File: src/dspwm_defines.svh
// Constants for the dual-slope PWM timer: register offsets, field positions,
// reset values, mode codes and prescaler masks.
// Assumes inclusion by bare name from the package and the design modules.
`ifndef DSPWM_DEFINES_SVH
`define DSPWM_DEFINES_SVH

// Register byte offsets on the APB bus.
`define DSPWM_OFS_CTRL      12'h000
`define DSPWM_OFS_COUNT     12'h004
`define DSPWM_OFS_CAPTOP    12'h008
`define DSPWM_OFS_CMP_A     12'h00c
`define DSPWM_OFS_CMP_B     12'h010
`define DSPWM_OFS_CMP_C     12'h014
`define DSPWM_OFS_FLAGS     12'h018

// Control register field positions.
`define DSPWM_CTRL_WGM_LSB  0
`define DSPWM_CTRL_CS_LSB   4
`define DSPWM_CTRL_COM_LSB  8
`define DSPWM_CTRL_DIR_LSB  16

// Flag register bit positions; compare flags follow from the given bit.
`define DSPWM_FLG_OVF       0
`define DSPWM_FLG_CAPT      1
`define DSPWM_FLG_CMP_LSB   2

// Reset values.
`define DSPWM_CTRL_RST      32'h0000_0000
`define DSPWM_VAL_RST       16'h0000

// Waveform-select codes used by the dual-slope modes.
`define DSPWM_WGM_PC8       4'h1
`define DSPWM_WGM_PC9       4'h2
`define DSPWM_WGM_PC10      4'h3
`define DSPWM_WGM_PFC_CAP   4'h8
`define DSPWM_WGM_PFC_A     4'h9
`define DSPWM_WGM_PC_CAP    4'ha
`define DSPWM_WGM_PC_A      4'hb

// Fixed TOP values of the phase correct modes.
`define DSPWM_TOP_8BIT      16'h00ff
`define DSPWM_TOP_9BIT      16'h01ff
`define DSPWM_TOP_10BIT     16'h03ff

// Output-select codes.
`define DSPWM_COM_TOGGLE    2'h1
`define DSPWM_COM_NONINV    2'h2
`define DSPWM_COM_INV       2'h3

// Prescaler: clock-select codes and low-bit masks of the free-running divider.
`define DSPWM_CS_STOP       3'h0
`define DSPWM_CS_DIV1       3'h1
`define DSPWM_CS_DIV8       3'h2
`define DSPWM_CS_DIV64      3'h3
`define DSPWM_CS_DIV256     3'h4
`define DSPWM_CS_DIV1024    3'h5
`define DSPWM_MASK_DIV8     10'h007
`define DSPWM_MASK_DIV64    10'h03f
`define DSPWM_MASK_DIV256   10'h0ff
`define DSPWM_MASK_DIV1024  10'h3ff

`endif

File: src/dspwm_pkg.sv
// Types shared by the dual-slope PWM timer modules.
// Assumes the defines header is on the include path.
`default_nettype none
`include "dspwm_defines.svh"

package dspwm_pkg;

	// Count direction of the dual-slope counter.
	typedef enum logic {
		DSPWM_DIR_UP,
		DSPWM_DIR_DOWN
	} dspwm_dir_e;

	// Kind of counting selected by the waveform-select code.
	typedef enum logic [1:0] {
		DSPWM_KIND_OFF,
		DSPWM_KIND_PC,
		DSPWM_KIND_PFC
	} dspwm_kind_e;

	// Per-channel configuration handed to each compare channel.
	typedef struct packed {
		logic [1:0] output_select_field;	// Output mode of the channel.
		logic       buffered;			// Writes go to the buffer.
		logic       toggle_ok;			// Toggle mode allowed here.
	} dspwm_chan_cfg_s;

endpackage
`default_nettype wire

File: src/dspwm_channel.sv
// One compare channel: buffer and active compare value, match detection and
// the compare output register of the dual-slope waveform.
// Assumes the timer tick is a one-cycle enable in the same clock domain.
`timescale 1ns/1ps
`default_nettype none
`include "dspwm_defines.svh"

module dspwm_channel #(
	parameter int CNT_W = 16
) (
	// Clock and reset.
	input  wire logic                     clk,
	input  wire logic                     resetn,
	// Timing from the counter.
	input  wire logic                     timer_tick,
	input  wire logic                     update_now,
	input  wire logic [CNT_W-1:0]         counter_value,
	input  wire logic [CNT_W-1:0]         top_value,
	input  wire dspwm_pkg::dspwm_dir_e    dir,
	// Configuration and software write.
	input  wire dspwm_pkg::dspwm_chan_cfg_s cfg,
	input  wire logic                     wr_en,
	input  wire logic [CNT_W-1:0]         wr_data,
	// Results.
	output logic [CNT_W-1:0]              buf_value,
	output logic [CNT_W-1:0]              compare_value_reg,
	output logic                          match,
	output logic                          out_level
);
	import dspwm_pkg::*;

	logic [CNT_W-1:0] buf_r, buf_nxt;	// Value last written by software.
	logic [CNT_W-1:0] act_r, act_nxt;	// Value the comparator uses.
	logic             out_r, out_nxt;	// Compare output register.
	logic             inv;			// Inverted output selected.

	// A match counts only on a tick, on either slope.
	// match on both slopes
	assign match             = timer_tick && (counter_value == act_r);
	assign inv               = (cfg.output_select_field == `DSPWM_COM_INV);
	assign buf_value         = buf_r;
	assign compare_value_reg = act_r;
	assign out_level         = out_r;

	// Next compare values: writes land in the buffer, the active copy follows
	// at the update point, or at once when the mode is not buffered.
	always_comb begin
		buf_nxt = buf_r;
		act_nxt = act_r;
		if (wr_en) begin
			buf_nxt = wr_data;
		end
		if (!cfg.buffered) begin
			act_nxt = buf_nxt;
		end else if (update_now) begin
			act_nxt = buf_r;
		end
	end

	// Next output level, decided only on a tick.
	always_comb begin
		out_nxt = out_r;
		if (timer_tick) begin
			unique case (cfg.output_select_field)
				`DSPWM_COM_NONINV, `DSPWM_COM_INV: begin
					if (act_r == '0) begin
						out_nxt = inv;
					end else if (act_r >= top_value) begin
						out_nxt = !inv;
					end else if (match) begin
						out_nxt = (dir == DSPWM_DIR_UP) ? inv : !inv;
					end
				end
				`DSPWM_COM_TOGGLE: begin
					if (cfg.toggle_ok && match) begin
						out_nxt = !out_r;
					end
				end
				default: begin
					out_nxt = out_r;
				end
			endcase
		end
	end

	// Register the channel state.
	// output starts low
	always_ff @(posedge clk or negedge resetn) begin
		if (!resetn) begin
			buf_r <= '0;
			act_r <= '0;
			out_r <= 1'b0;
		end else begin
			buf_r <= buf_nxt;
			act_r <= act_nxt;
			out_r <= out_nxt;
		end
	end

endmodule
`default_nettype wire

File: src/dspwm_timer.sv
// Dual-slope PWM timer: prescaler, up/down counter, TOP selection, flags,
// compare channels, pin drive and an APB register slave.
// Assumes APB signals are synchronous to clk and a single clock domain.
`timescale 1ns/1ps
`default_nettype none
`include "dspwm_defines.svh"

// Behaviour
// - Output-select two non-inverted, three inverted
// - Pin driven only when direction bit set
// - Up-slope match and down-slope match opposite
// - Counter advances on prescaled tick
// - Compare BOTTOM low, TOP high when non-inverted; BOTTOM high, TOP low when inverted
// - Mode 11 toggle gives 50% duty
// - Mode 9 toggle gives 50% duty
// - Codes 8 and 9 frequency correct
// - TOP from capture or channel A
// - Counter turns at TOP without holding it
// - TOP from 0x0003 to full range
// - Compare flag on match, both slopes
// - Frequency correct: update and overflow at BOTTOM
// - TOP-defining flag set at TOP
// - Frequency correct slopes stay symmetrical
// - Fully synchronous, tick is clock enable
// - Codes 1,2,3,10,11 phase correct
// - Phase correct TOP fixed or register
// - Phase correct: update at TOP, overflow at BOTTOM
module dspwm_timer #(
	parameter int CNT_W  = 16,
	parameter int NUM_CH = 3
) (
	// Clock and reset.
	input  wire logic              clk,
	input  wire logic              resetn,
	// APB slave.
	input  wire logic              psel,
	input  wire logic              penable,
	input  wire logic              pwrite,
	input  wire logic [11:0]       paddr,
	input  wire logic [31:0]       pwdata,
	output logic [31:0]            prdata,
	output logic                   pready,
	output logic                   pslverr,
	// Compare output pins, channel A first.
	output logic [NUM_CH-1:0]      compare_output_pin,
	output logic [NUM_CH-1:0]      compare_output_oe
);
	import dspwm_pkg::*;

	// Refuse widths the fixed TOP values or register fields cannot serve.
	if (CNT_W < 10 || CNT_W > 32 || NUM_CH < 1 || NUM_CH > 3) begin : g_bad_param
		$error("dspwm_timer: CNT_W must be 10..32 and NUM_CH 1..3");
	end

	// Control register and its fields.
	logic [31:0]           ctrl_r, ctrl_nxt;
	logic [3:0]            waveform_select;
	logic [2:0]            clk_select;
	logic [NUM_CH-1:0]     pin_direction_bit;
	// Capture TOP register, not buffered.
	logic [CNT_W-1:0]      capture_top_reg_r, capture_top_reg_nxt;
	// Prescaler divider and the tick it makes.
	logic [9:0]            pre_r, pre_nxt;
	logic                  timer_tick;
	// Counter and its direction.
	logic [CNT_W-1:0]      cnt_r, cnt_nxt;
	dspwm_dir_e            dir_r, dir_nxt;
	// Flags: overflow, capture, compare per channel.
	logic                  ovf_r, ovf_nxt;
	logic                  capt_r, capt_nxt;
	logic [NUM_CH-1:0]     cmpf_r, cmpf_nxt;
	// Mode decode and TOP.
	dspwm_kind_e           kind;
	logic [CNT_W-1:0]      top_value;
	logic                  at_top, at_bottom, update_now;
	// Channel results.
	logic [CNT_W-1:0]      ch_buf [NUM_CH];
	logic [CNT_W-1:0]      ch_act [NUM_CH];
	logic [NUM_CH-1:0]     ch_match, ch_out, ch_wr;
	// APB decode.
	logic                  wr_acc, rd_hit;
	logic [31:0]           rd_mux;

	assign waveform_select   = ctrl_r[`DSPWM_CTRL_WGM_LSB +: 4];
	assign clk_select        = ctrl_r[`DSPWM_CTRL_CS_LSB +: 3];
	assign pin_direction_bit = ctrl_r[`DSPWM_CTRL_DIR_LSB +: NUM_CH];

	// Decode the waveform-select code into counting kind.
	always_comb begin
		unique case (waveform_select)
			`DSPWM_WGM_PC8, `DSPWM_WGM_PC9, `DSPWM_WGM_PC10,
			`DSPWM_WGM_PC_CAP, `DSPWM_WGM_PC_A: begin
				kind = DSPWM_KIND_PC;
			end
			`DSPWM_WGM_PFC_CAP, `DSPWM_WGM_PFC_A: begin
				kind = DSPWM_KIND_PFC;
			end
			// Other modes are not served; the counter is held at zero.
			default: begin
				kind = DSPWM_KIND_OFF;
			end
		endcase
	end

	// Select TOP; any register value is accepted, so 0x0003 up to full range works.
	// full TOP range
	always_comb begin
		unique case (waveform_select)
			`DSPWM_WGM_PC8:  top_value = CNT_W'(`DSPWM_TOP_8BIT);
			`DSPWM_WGM_PC9:  top_value = CNT_W'(`DSPWM_TOP_9BIT);
			`DSPWM_WGM_PC10: top_value = CNT_W'(`DSPWM_TOP_10BIT);
			`DSPWM_WGM_PFC_CAP, `DSPWM_WGM_PC_CAP: top_value = capture_top_reg_r;
			`DSPWM_WGM_PFC_A, `DSPWM_WGM_PC_A:     top_value = ch_act[0];
			default:         top_value = {CNT_W{1'b1}};
		endcase
	end

	// Prescaler: free-running divider, tick when the selected low bits are all one.
	// prescaled timer tick
	always_comb begin
		pre_nxt = pre_r + 10'h001;
		unique case (clk_select)
			`DSPWM_CS_DIV1:    timer_tick = 1'b1;
			`DSPWM_CS_DIV8:    timer_tick = &(pre_r | ~`DSPWM_MASK_DIV8);
			`DSPWM_CS_DIV64:   timer_tick = &(pre_r | ~`DSPWM_MASK_DIV64);
			`DSPWM_CS_DIV256:  timer_tick = &(pre_r | ~`DSPWM_MASK_DIV256);
			`DSPWM_CS_DIV1024: timer_tick = &(pre_r | ~`DSPWM_MASK_DIV1024);
			// Stop and unused codes give no tick.
			default:           timer_tick = 1'b0;
		endcase
	end

	// Events seen on the tick at which the counter shows TOP or BOTTOM.
	// tick as clock enable
	assign at_top     = timer_tick && (kind != DSPWM_KIND_OFF) && (cnt_r == top_value);
	assign at_bottom  = timer_tick && (kind != DSPWM_KIND_OFF) && (cnt_r == '0);
	assign update_now = (kind == DSPWM_KIND_PC) ? at_top :
	                    (kind == DSPWM_KIND_PFC) ? at_bottom : 1'b0;

	// Counter next value: up to TOP, turn there without a hold, down to BOTTOM.
	always_comb begin
		cnt_nxt = cnt_r;
		dir_nxt = dir_r;
		if (kind == DSPWM_KIND_OFF) begin
			cnt_nxt = '0;
			dir_nxt = DSPWM_DIR_UP;
		end else if (timer_tick) begin
			unique case (dir_r)
				DSPWM_DIR_UP: begin
					if (cnt_r == top_value) begin
						dir_nxt = DSPWM_DIR_DOWN;
						cnt_nxt = cnt_r - CNT_W'(1);
					end else begin
						// A TOP below the count wraps through the maximum.
						cnt_nxt = cnt_r + CNT_W'(1);
					end
				end
				DSPWM_DIR_DOWN: begin
					if (cnt_r == '0) begin
						dir_nxt = DSPWM_DIR_UP;
						cnt_nxt = CNT_W'(1);
					end else begin
						cnt_nxt = cnt_r - CNT_W'(1);
					end
				end
			endcase
		end
	end

	// APB: zero-wait slave, every access completes in its access phase.
	assign pready  = 1'b1;
	assign wr_acc  = psel && penable && pwrite;

	// Read mux; unmapped addresses return zero with an error.
	always_comb begin
		rd_hit = 1'b1;
		rd_mux = 32'h0000_0000;
		unique case (paddr)
			`DSPWM_OFS_CTRL:   rd_mux = ctrl_r;
			`DSPWM_OFS_COUNT:  rd_mux = 32'(cnt_r);
			`DSPWM_OFS_CAPTOP: rd_mux = 32'(capture_top_reg_r);
			`DSPWM_OFS_FLAGS:  rd_mux = 32'({cmpf_r, capt_r, ovf_r});
			`DSPWM_OFS_CMP_A:  rd_mux = 32'(ch_buf[0]);
			`DSPWM_OFS_CMP_B:  rd_mux = (NUM_CH > 1) ? 32'(ch_buf[NUM_CH > 1 ? 1 : 0]) : 32'h0;
			`DSPWM_OFS_CMP_C:  rd_mux = (NUM_CH > 2) ? 32'(ch_buf[NUM_CH > 2 ? 2 : 0]) : 32'h0;
			default:           rd_hit = 1'b0;
		endcase
	end
	assign prdata  = (psel && penable && !pwrite) ? rd_mux : 32'h0000_0000;
	assign pslverr = psel && penable && !rd_hit;

	// Control and capture register writes.
	always_comb begin
		ctrl_nxt            = ctrl_r;
		capture_top_reg_nxt = capture_top_reg_r;
		if (wr_acc && paddr == `DSPWM_OFS_CTRL) begin
			ctrl_nxt = pwdata;
		end
		if (wr_acc && paddr == `DSPWM_OFS_CAPTOP) begin
			capture_top_reg_nxt = pwdata[CNT_W-1:0];
		end
	end

	// Flags: hardware set wins over a write-one-to-clear in the same cycle.
	always_comb begin
		logic [31:0] clr;
		clr      = (wr_acc && paddr == `DSPWM_OFS_FLAGS) ? pwdata : 32'h0000_0000;
		ovf_nxt  = ovf_r && !clr[`DSPWM_FLG_OVF];
		capt_nxt = capt_r && !clr[`DSPWM_FLG_CAPT];
		cmpf_nxt = cmpf_r & ~clr[`DSPWM_FLG_CMP_LSB +: NUM_CH];
		if (at_bottom) begin
			ovf_nxt = 1'b1;
		end
		if (at_top && (waveform_select == `DSPWM_WGM_PFC_CAP ||
		               waveform_select == `DSPWM_WGM_PC_CAP)) begin
			capt_nxt = 1'b1;
		end
		// compare flags; channel A also covers TOP in modes 9 and 11
		cmpf_nxt = cmpf_nxt | ch_match;
	end

	// Register control, prescaler, counter and flags.
	// count up from zero
	always_ff @(posedge clk or negedge resetn) begin
		if (!resetn) begin
			ctrl_r            <= `DSPWM_CTRL_RST;
			capture_top_reg_r <= CNT_W'(`DSPWM_VAL_RST);
			pre_r             <= 10'h000;
			cnt_r             <= CNT_W'(`DSPWM_VAL_RST);
			dir_r             <= DSPWM_DIR_UP;
			ovf_r             <= 1'b0;
			capt_r            <= 1'b0;
			cmpf_r            <= '0;
		end else begin
			ctrl_r            <= ctrl_nxt;
			capture_top_reg_r <= capture_top_reg_nxt;
			pre_r             <= pre_nxt;
			cnt_r             <= cnt_nxt;
			dir_r             <= dir_nxt;
			ovf_r             <= ovf_nxt;
			capt_r            <= capt_nxt;
			cmpf_r            <= cmpf_nxt;
		end
	end

	// Compare channels, one per output.
	for (genvar i = 0; i < NUM_CH; i++) begin : g_ch
		dspwm_chan_cfg_s cfg;
		logic [1:0]      sel;

		assign sel                     = ctrl_r[`DSPWM_CTRL_COM_LSB + 2*i +: 2];
		assign cfg.output_select_field = sel;
		assign cfg.buffered            = (kind != DSPWM_KIND_OFF);
		// Toggle only on channel A with channel A defining TOP.
		assign cfg.toggle_ok           = (i == 0) &&
		                                 (waveform_select == `DSPWM_WGM_PFC_A ||
		                                  waveform_select == `DSPWM_WGM_PC_A);
		assign ch_wr[i]                = wr_acc &&
		                                 (paddr == `DSPWM_OFS_CMP_A + 12'(4*i));

		dspwm_channel #(
			.CNT_W (CNT_W)
		) u_ch (
			.clk               (clk),
			.resetn            (resetn),
			.timer_tick        (timer_tick && (kind != DSPWM_KIND_OFF)),
			.update_now        (update_now),
			.counter_value     (cnt_r),
			.top_value         (top_value),
			.dir               (dir_r),
			.cfg               (cfg),
			.wr_en             (ch_wr[i]),
			.wr_data           (pwdata[CNT_W-1:0]),
			.buf_value         (ch_buf[i]),
			.compare_value_reg (ch_act[i]),
			.match             (ch_match[i]),
			.out_level         (ch_out[i])
		);

		assign compare_output_pin[i] = ch_out[i];
		assign compare_output_oe[i]  = pin_direction_bit[i] &&
		                               (sel == `DSPWM_COM_NONINV || sel == `DSPWM_COM_INV ||
		                                (sel == `DSPWM_COM_TOGGLE && cfg.toggle_ok));
	end

endmodule
`default_nettype wire

File: config.mk
export PLATFORM = sky130hd
export DESIGN_NAME = dspwm_timer
export DESIGN_NICKNAME = d
export VERILOG_FILES = /design/src/dspwm_pkg.sv /design/src/dspwm_channel.sv /design/src/dspwm_timer.sv
export VERILOG_INCLUDE_DIRS = /design/src
export SDC_FILE = /design/constraint.sdc
export NUM_CORES = 1
export LEC_CHECK = 0
export ABC_AREA = 1
export BUFFER_PORTS_ARGS = -buffer_cell sky130_fd_sc_hd__buf_2
export CAP_MARGIN = 20
export CORE_MARGIN = 3
export CORE_UTILIZATION = 55
export DETAILED_ROUTE_END_ITERATION = 10
export PLACE_DENSITY = 0.74
export SLEW_MARGIN = 20
export SYNTH_ARGS = -nofsm -noshare
export SYNTH_HDL_FRONTEND = slang
export SYNTH_HIERARCHICAL = 1
export SYNTH_SLANG_ARGS = --single-unit
export TNS_END_PERCENT = 5
File: constraint.sdc
create_clock -name clk -period 6.3 [get_ports clk]
set_clock_uncertainty 0.1 [all_clocks]
set_input_delay 0.945 -clock clk [delete_from_list [all_inputs] [get_ports clk]]
set_output_delay 0.945 -clock clk [all_outputs]
set_load 0.1 [all_outputs]
### Yosys cells after proc, flatten, opt, wreduce, memory -nomap -nowiden

Index checks and enable logic that the tools add are counted.

| word-level totals | value |
|---|---|
| bits in registers | 179 |
| bits in latches | 0 |
| bits in writable memories | 0 |
| memory bits (read-only) | 0 |
| input bits | 49 |
| output and inout bits | 40 |
| word-level logic and storage cells | 169 |
| memories | 0 |

| cells by class | value |
|---|---|
| add/subtract/negate cells | 3 |
| multiply operators | 0 |
| div/mod/pow operators | 0 |
| magnitude comparators | 3 |
| equal/unequal tests | 34 |
| shift operators | 0 |
| multiplexer cells | 44 |
| bitwise operators | 4 |
| reduce and logical (&&, ||, !) cells | 64 |

Operators with widths:

| kind | count |
|---|---|
| 32-bit case mux with 7 select lines | 1 |
| 16-bit 2-to-1 mux | 13 |
| 16-bit case mux with 5 select lines | 1 |
| 16-bit == test | 4 |
| 16-bit logical NOT | 4 |
| 16-bit greater-or-equal comparator | 3 |
| 12-bit by 5-bit == test with 1-bit output (second input constant) | 3 |
| 32-bit 2-to-1 mux | 1 |
| 16-bit case mux with 2 select lines | 1 |
| 12-bit by 4-bit == test with 1-bit output (second input constant) | 2 |
| 1-bit logical AND | 24 |
| 1-bit 2-to-1 mux | 22 |
| 16-bit by 1-bit adder with 16-bit output (second input constant) | 1 |
| 4-bit == test (second input constant) | 4 |
| 16-bit by 1-bit subtractor with 16-bit output (second input constant) | 1 |
| 2-bit == test (second input constant) | 7 |
| 12-bit by 3-bit == test with 1-bit output (second input constant) | 1 |
| 12-bit logical NOT | 1 |
| 2-bit OR reduction | 6 |
| 10-bit by 1-bit adder with 10-bit output (second input constant) | 1 |
| 10-bit AND reduction | 1 |
| 3-bit AND reduction | 3 |
| 4-bit by 2-bit == test with 1-bit output (second input constant) | 2 |
| 1-bit logical NOT | 8 |
| 24 further kinds | 37 |

### Logic depth before layout (Yosys ltp)

Gate-level depths: netlist of the first run.

| logic depth | value |
|---|---|
| word-level depth | 10 |
| mapped depth | 22 |
| depth with buffers taken out | 22 |

### Modules after synthesis

The synthesis of the first run kept the hierarchy.

Modules (own cells, without submodules):

| module | instances | cells an instance | area each (sq um) | seq. area each (sq um) |
|---|---|---|---|---|
| dspwm_channel | 3 | 346 | 2363.5 | 825.8 |
| dspwm_timer | 1 | 868 | 5913.2 | 2001.9 |

### Least setup slack after synthesis of the first run

No wires, ideal clock.

| path | value |
|---|---|
| path type | input to output |
| start point | input port paddr[1] |
| end point | output port prdata[16] |
| arrival time | 4.576 ns |
| data required time | 5.255 ns |
| setup slack | 0.679 ns |
| stages on the path | 6 |
| buffers on the path | 1 |
| cell sequence | nor2_1 > inv_1 > nor3_1 > nand2_1 > clkbuf_1 > nor4_1 |

| between the ends | value |
|---|---|
| cells in the longest elaborated chain, start to end | 3 |
| elaborated cells on any way between the ends | 9 |
| classes of those cells | eq/ne: 6; mux: 2; reduce/logical: 1 |

RTL lines:

| item | line | source |
|---|---|---|
| from (decl) | dspwm_timer.sv:39 | `input wire logic [11:0] paddr,` |
| 12-bit by 5-bit == test with 1-bit output, or another cell as far along | dspwm_timer.sv:178 | `unique case (paddr)` |
| 32-bit case mux with 7 select lines * | dspwm_timer.sv:178 |  |
| 32-bit 2-to-1 mux * | dspwm_timer.sv:189 | `assign prdata = (psel && penable && !pwrite) ? rd_mux : 32'h0000_0000;` |
| to (decl) | dspwm_timer.sv:41 | `output logic [31:0] prdata,` |

Mark *: on every way between the ends. The rest lies on a longest branch, timed or not.

### Worst setup path after layout of the first run

| path | value |
|---|---|
| start point | register ctrl_r[0] |
| end point | register g_ch[1].u_ch.act_r[6] |

| between the ends | value |
|---|---|
| cells in the longest elaborated chain, start to end | 9 |
| elaborated cells on any way between the ends | 24 |
| classes of those cells | eq/ne: 11; mux: 5; reduce/logical: 8 |

RTL lines:

| item | line | source |
|---|---|---|
| from (decl) | dspwm_timer.sv:56 | `logic [31:0] ctrl_r, ctrl_nxt;` |
| from (signal assigned) | dspwm_timer.sv:226 | `` ctrl_r <= `DSPWM_CTRL_RST; `` |
| from (signal assigned) | dspwm_timer.sv:235 | `ctrl_r <= ctrl_nxt;` |
| 4-bit == test, or another cell as far along | dspwm_timer.sv:90, dspwm_timer.sv:108 |  |
| 5-bit OR reduction / 2-bit OR reduction (equally long branches) | dspwm_timer.sv:90 | `unique case (waveform_select)` |
| 2-bit case mux with 2 select lines | dspwm_timer.sv:90 |  |
| 2-bit nonzero test | dspwm_timer.sv:135, dspwm_timer.sv:136 |  |
| 1-bit logical AND | dspwm_timer.sv:135, dspwm_timer.sv:136 |  |
| 1-bit logical AND | dspwm_timer.sv:136 | `assign at_bottom = timer_tick && (kind != DSPWM_KIND_OFF) && (cnt_r == '0);` |
| 1-bit 2-to-1 mux | dspwm_timer.sv:138 | `(kind == DSPWM_KIND_PFC) ? at_bottom : 1'b0;` |
| 1-bit 2-to-1 mux * | dspwm_timer.sv:137 | `assign update_now = (kind == DSPWM_KIND_PC) ? at_top :` |
| named net update_now | dspwm_timer.sv:75 | `logic at_top, at_bottom, update_now;` |
| 2-bit by 1-bit != test with 1-bit output (no line) * | n/a |  |
| to (signal assigned) | dspwm_channel.sv:95 | `act_r <= act_nxt;` |
| to (decl) | dspwm_channel.sv:33 | `logic [CNT_W-1:0] act_r, act_nxt;` |

Mark *: on every way through the listed nets, which the timed path passes. The rest lies on a longest branch.
A chain may end at the register's enable or synchronous reset.

==> summary.md, run 1 <==
| Metric | Value |
|---|---|
| Place WS | 1.59 ns |
| YS warnings | 6 |
| Fmax | 220 MHz |
| Compound-cell area share of the yosys netlist | 12.1% |
| Avg Cell Area, Syn | 6.82 um^2 |
| CP Launch Type | flip-flop |
| Port Buf Inserts | 87 |
| DRT Pass-1 Iters | 8 |
| Die width | 160 um |
| Seq cells post-synth | 179 |
| Post-route cell area | 14200 um^2 |
| Req. time, crit path | 6.49 ns |
| Most frequent cells in the layout | 553 x nand2_1, 298 x inv_1, 179 x dfrtp_1, 156 x nand3_1, 139 x nor2_1 |
| Status | finished clean |
| Initial Util | 56.7% |
| Crit path DAT | 4.73 ns |
| Ys async rst share | 100% |
| Vias per cell | 5.89 |
| Multiplexer area fraction after synthesis | 1.30% |
| Crit. End Element | flip-flop |
| Share of cells above drive strength 1 | 11.0% |
| WL per Instance | 21.0 um |
| Final worst-path cycle share | 72.1% |
| CP max stage cell | or2_1 |
| Total GRT Usage | 37.2% |
| MaxCap Viol Count | 0 |
| XOR/XNOR share of the synthesized area | 2.56% |
| Measured slew at the worst slew-check pin | 1.01 ns |
| Post-synthesis adder-cell area fraction | 5.10% |
| Mapped Area | 13000 um^2 |
| Area growth, synth to finish | 9.33% |
| Via count | 13437 |
| CTS tree | yes |
| Initial antenna violation count | 0 |
| TritonCTS Buffers | 17 |
| Root buffer cell | clkbuf_16 |
| Minimum clock period | 4.55 ns |
| Worst Hold Class | reg -> reg |
| Clock Latency Late Sink | 0.45 ns |
| Sequential area share after synthesis | 34.4% |
| Routed met2 length | 19.8 mm |
| Maximum clock path buffer count | 2 |
| CP Cell Sequence | buf_4 -> inv_2 -> nand2_1 -> nand2_1 -> nand2_2 -> nand2_1 -> nor2_1 -> nand2_1 -> nand2_1 -> nand2_1 -> nor2_4 -> nand3_1 -> o31ai_4 -> buf_4 -> or2_1 -> o211ai_1 |
| Pwr Density | 167 nW/um^2 |
| Most common cell after layout, fill and taps aside | nand2_1 |
| Die Y | 160 um |
| Crit Path Max Fanout | 38 |
| Die area | 25500 um^2 |
| Setup CP Type | reg -> reg |
| Fill cells | 2150 |
| Final setup viols | 0 |
| Num rows | 55 |
| Synth area leader | dfrtp_1 |
| Most used cell, CP | nand2_1 |
| CTS HTree Levels | 4 |
| GPL Wtd Cong | 1.01 |
| Fin. Hold Viols | 0 |
| Worst setup margin | 1.75 ns |
| Antenna violation net count after detailed routing | 0 |
| Simple-gate share of the synthesized area | 32.5% |
| Peak VDD IR | 0.153 mV |
| Post-synthesis cell count | 1906 |
| Post-synth top area share | 34.4% |
| Final Power | 2.37 mW |
| Area of the core | 22900 um^2 |
| Highest metal used | met4 |
| First-pass GRT wire length | 73.0 mm |
| Total Neg Setup Slack | 0 ns |
| Number of global-route vias before repair | 12401 |
| Pins over their slew limit | 0 |
| Post-cts gate resize count | 0 |
| Post-synth EDFFs | 0 |
| Min Hold Slack | 0.347 ns |
| Remaining Overflow, GRT | 0 |
| DRC Markers | 0 |
| 1st-iter DRT viols | 1952 |
| Leakage | 7.79 nW |
| Ys flop type | dfrtp_1 |
| Relative slew slack | 32.2% |
| # hold bufs at CTS | 0 |
| Final #Nets | 2057 |
| Clock Sinks | 179 |
| Unique cell type count in the Yosys netlist | 47 |
| CP max stage delay | 0.63 ns |
| RSZ-0062 raised after global routing | false |
| DP Area | 13600 um^2 |
| Clk slew on worst S/H paths | 0.09 ns |
| DRT Wirelength | 47.9 mm |
| Largest cells by area after synthesis | dfrtp_1 34%, nand2_1 16%, inv_1 8.6% |
| I/O pin cnt | 89 |
| Setup bufs post-CTS | 0 |
| Largest family of logic cells by synthesized area | simple AND/OR/NAND/NOR gates |
| DP HPWL | 36.2 mm |
| Metal3 WL | 5.69 mm |
| WL met1 | 19.9 mm |
| Pin count of the biggest net entering global routing | 71 |
==> area by class of cell <==
cell class,instances,area (um^2),area share (%)
Inverter,313,1170,8.26
Multi-Input combinational cell,1342,7000,49.2
Antenna cell,2,5.00,0.0352
Clock buffer,18,439,3.09
Timing Repair Buffer,102,557,3.92
Sequential cell,179,4480,31.5
Clock inverter,14,175,1.23
Tap cell,313,392,2.75
==> cells by family (layout without fill, tap and decap cells) <==
group           after synthesis  after routing
buf+inv                     386            447
fa+ha+maj                    53             53
compound gates              256            256
simple gates                977            977
flops                       179            179
mux                          15             15
xor+xnor                     38             38
other cells                   2              5
==> synth_stat cells, drive strengths merged (4+ instances only) <==
cell    count
nand2     572
inv       312
dfrtp     179
nand3     168
nor2      151
o21ai     100
a21oi      60
ha         53
clkbuf     50
o211ai     48
nand4      38
xor2       32
nor3       26
buf        23
mux2       15
nor4       15
o22ai      12
o21bai      6
xnor2       6
a22o        5
a221oi      4
==> metal layers <==
metal | vias up | global-route usage, %
li1 | 6213 | -
met1 | 6222 | 53.3
met2 | 873 | 54.7
met3 | 129 | 6.85
met4 | 0 | 17.3
met5 | - | 0
==> critical path, delay by kind of cell (launching register included) <==
family / cells / cell delay, ns
buf+inv: 3 / 0.97
compound gates: 2 / 0.57
flops: 1 / 0.34
simple gates: 11 / 2.38
==> where the power goes <==
part           internal [mW]  switching, mW
registers               1.15        0.00438
logic                 0.0244         0.0739
clock network          0.553          0.567
==> per-stage QoR <==
step,cells,util [%]
floorplan,1907,-
global placement,2249,59.3
detailed placement,2249,59.3
CTS,2281,62.0
global route,2281,62.0
finish,2283,62.0
==> final timing paths <==
| path | startpoint | end | slack (ns) | cells past startpoint |
|---|---|---|---|---|
| min in group asynchronous | resetn | cnt_r[7] | 0.38 | 1 |
| setup reg to reg | ctrl_r[0] | g_ch[1].u_ch/compare_value_reg[6] | 1.75 | 16 |
| setup / recovery | ctrl_r[0] | g_ch[1].u_ch/compare_value_reg[6] | 1.75 | 16 |
| max in group asynchronous | resetn | g_ch[2].u_ch/buf_value[8] | 4.36 | 2 |
| hold / removal | pre_r[0] | pre_r[0] | 0.35 | 1 |
| hold reg to reg | pre_r[0] | pre_r[0] | 0.35 | 1 |
Power figures use the tool's default switching activity.
==> run 2: changes to the inputs <==
ABC_AREA = 0   (was 1)
PLACE_DENSITY = 0.77   (was 0.74)
clock period = 4 ns   (was 6.3 ns; I/O delays follow)
==> summary.md, run 2 <==
| Metric | Value |
|---|---|
| Setup CP Type | reg -> reg |
| Most common cell after layout, fill and taps aside | dfrtp_1 |
| Final non-filler cell total | 1608 |
| Clock Sinks | 179 |
| Critical path destination | g_ch[1].u_ch/compare_value_reg[3] |
| Area of the core | 21200 um^2 |
| Ys async rst share | 100% |
| Die width | 153 um |
| YS warnings | 6 |
| Seq cells post-synth | 179 |
| Sequential area share after synthesis | 37.6% |
| Pin count of the biggest net entering global routing | 97 |
| Die Y | 153 um |
| Pins over their slew limit | 0 |
| DRT Wirelength | 38.1 mm |
| Maximum clock path buffer count | 2 |
| Total GRT Usage | 32.4% |
| Mapped Area | 11900 um^2 |
| Num rows | 53 |
| Most common cell in the netlist | dfrtp_1 |
| First-pass GRT wire length | 59.5 mm |
| Pwr Density | 340 nW/um^2 |
| Post-synth EDFFs | 0 |
| Largest cells by area after synthesis | dfrtp_1 38%, mux2_2 9.3%, mux2i_1 5.7% |
| Status | complete, but fails checks |
| Crit path DAT | 3.95 ns |
| CP max stage cell | dfrtp_2 |
| Int Pwr | 3.18 mW |
| DP Area | 13400 um^2 |
| Initial Util | 56.3% |
| Synth area leader | dfrtp_1 |
| CP Cell Sequence | buf_4 -> mux2i_2 -> and3_1 -> nor4_2 -> nand4_1 -> or3_1 -> nor4_4 -> nand3_1 -> o31a_1 -> a2111oi_4 -> buf_4 -> bufbuf_16 -> mux2i_1 -> a21oi_1 |
| Avg Cell Area, Syn | 9.71 um^2 |
| FF-to-FF setup slack | 0.24 ns |
| Port Buf Inserts | 87 |
| R2r startpoint | ctrl_r[0] |
| WL per Instance | 23.7 um |
| Post-synth top area share | 37.6% |
| CP max stage delay | 0.47 ns |
| DRC Markers | 1 |
| Reg2Reg Depth | 14 |
| Measured slew at the worst slew-check pin | 1.01 ns |
| Remaining Overflow, GRT | 0 |
| Register area | 4480 um^2 |
| 1st-iter DRT viols | 1351 |
| Origin of the worst setup path | ctrl_r[0] |
| Ant diodes | 0 |
| Final worst-path cycle share | 94.1% |
| Clock Latency Late Sink | 0.46 ns |
| MaxCap Viol Count | 0 |
| Unique cell type count in the Yosys netlist | 70 |
| TritonCTS Buffers | 17 |
| I/O pin cnt | 89 |
| Commonest cells post-synth | 179 x dfrtp_1, 101 x a21oi_1, 98 x mux2_2 |
| Failing checks | design-rule violations |
| CTS tree | yes |
| Core Util, Final | 66.8% |
| Peak VDD IR | 0.275 mV |
| Leakage | 6.56 nW |
| Post-route cell area | 14100 um^2 |
| Die area | 23500 um^2 |
| Via count | 10499 |
| Antenna violation net count after detailed routing | 0 |
| CP Launch Type | flip-flop |
| Fmax | 266 MHz |
| Final #Nets | 1422 |
| Area growth, synth to finish | 18.6% |
| Fill cells | 1576 |
| Clk pwr share | 38.0% |
| Multi-input logic area | 7000 um^2 |
| Req. time, crit path | 4.19 ns |
| Most frequent cells in the layout | 178 x dfrtp_1, 101 x a21oi_1, 98 x mux2_2, 93 x nand2_1, 77 x nor2_1 |
| # hold bufs at CTS | 0 |
| Worst setup margin | 0.235 ns |
| Switch Pwr | 1.63 mW |
| Clk slew on worst S/H paths | 0.09 ns |
| FF-to-FF End | g_ch[1].u_ch/compare_value_reg[3] |
| Most used cell, CP | buf_4 |
| GPL Wtd Cong | 1.00 |
| Sequential Power Share | 40.8% |
| Share of cells above drive strength 1 | 25.4% |
| Initial antenna violation count | 0 |
| Post-Place Cells | 1573 |
| Post-synthesis cell count | 1227 |
| Sw frac | 33.8% |
| Final setup viols | 0 |
| Fin. Hold Viols | 0 |
| Root buffer cell | clkbuf_16 |
| Relative slew slack | 32.8% |
| Worst Hold Class | in -> async |
| Crit Path Max Fanout | 12 |
| Crit. End Element | flip-flop |
| Minimum clock period | 3.76 ns |
| Combinational power share | 21.2% |
| Ys flop type | dfrtp_1 |
| Number of global-route vias before repair | 10374 |
| DRT Pass-1 Iters | 9 |
| Place WS | -0.0622 ns |
| CTS HTree Levels | 4 |
| DP HPWL | 27.0 mm |
| Vias per cell | 6.53 |
[run 2: cell types whose count changed in the layout (fill, tap and decap cells not counted), moves of 64 or more]
cell and delta:
mux2i_1 +64, mux2_2 +83, inv_1 -229, o21ai_0 -74
nand3_1 -133, nand2_1 -460
[run 2: timing repair]
action	in CTS	in global routing
gates cloned	2	0
resized for setup	2	8
pin swaps	1	3
setup endpoints to repair	45	48
buffers inserted	1	0
hold endpoints to repair	0	0
[run 2: how the worst min path moves through the flow]
| stage | endpoint | slack [ns] | cells past startpoint |
|---|---|---|---|
| 6_report | cnt_r[7] | 0.05 | 1 |
| 5_1_grt | pre_r[8] | 0.08 | 1 |
| 4_1_cts | cnt_r[14] | 0.06 | 1 |
| 3_5_place_dp | pre_r[9] | 0.36 | 1 |
| 3_3_place_gp | cmpf_r[0] | 0.36 | 1 |
| 2_1_floorplan | capt_r | 0.20 | 0 |
[run 2: per-stage QoR]
stage / hold WS, ns / TNS, ns / power, mW
global placement: 0.356 / 0 / 2.94
global route: 0.0779 / -0.0260 / 4.99
floorplan: 0.204 / -2.58 / 2.66
detailed placement: 0.358 / -0.675 / 2.97
finish: 0.0452 / 0 / 4.80
CTS: 0.0563 / 0 / 4.79
[run 2: power by group through the flow]
stage               Sequential [mW]  Clock, mW  Combinational [mW]
floorplan                      1.95          0               0.710
global placement               1.99          0               0.954
detailed placement             1.99          0               0.981
CTS                            1.95       1.84               0.994
global route                   1.97       1.91                1.11
finish                         1.96       1.83                1.02
[run 2: layout make-up]
cell class	count	share of cell area, %
Clock inverter	15	1.56
Timing Repair Buffer	142	9.93
Clock buffer	17	3.01
Multi-Input combinational cell	910	49.5
Tap cell	275	2.43
Sequential cell	179	31.7
Inverter	70	1.86
[run 2: cells by family after synthesis]
kind of cell | count (synthesis) | share of synthesized area, %
AO/OA/AOI/OAI | 237 | 13.2
buffers and inverters | 139 | 5.18
multiplexers | 173 | 16.1
XOR/XNOR | 60 | 4.41
other | 2 | 0.0630
flip-flops | 179 | 37.6
AND/OR/NAND/NOR | 384 | 17.8
adder cells (fa/ha/maj) | 53 | 5.57
[run 2: critical path, delay by kind of cell, from the launching register on]
kind / cells / cell delay (ns)
AND/OR/NAND/NOR: 6 / 1.39
buffers and inverters: 3 / 0.71
AO/OA/AOI/OAI: 3 / 0.58
flip-flops: 1 / 0.47
multiplexers: 2 / 0.36
[run 2: layer usage]
layer / GRT usage (%) / part of all wire (%) / up-vias / routed length (um)
li1: - / - / 4643 / -
met1: 43.1 / 39 / 5067 / 14800
met2: 49.9 / 45 / 650 / 17200
met3: 9.51 / 11 / 139 / 4210
met4: 13.4 / 4.9 / 0 / 1870
met5: 0 / 0 / - / 0
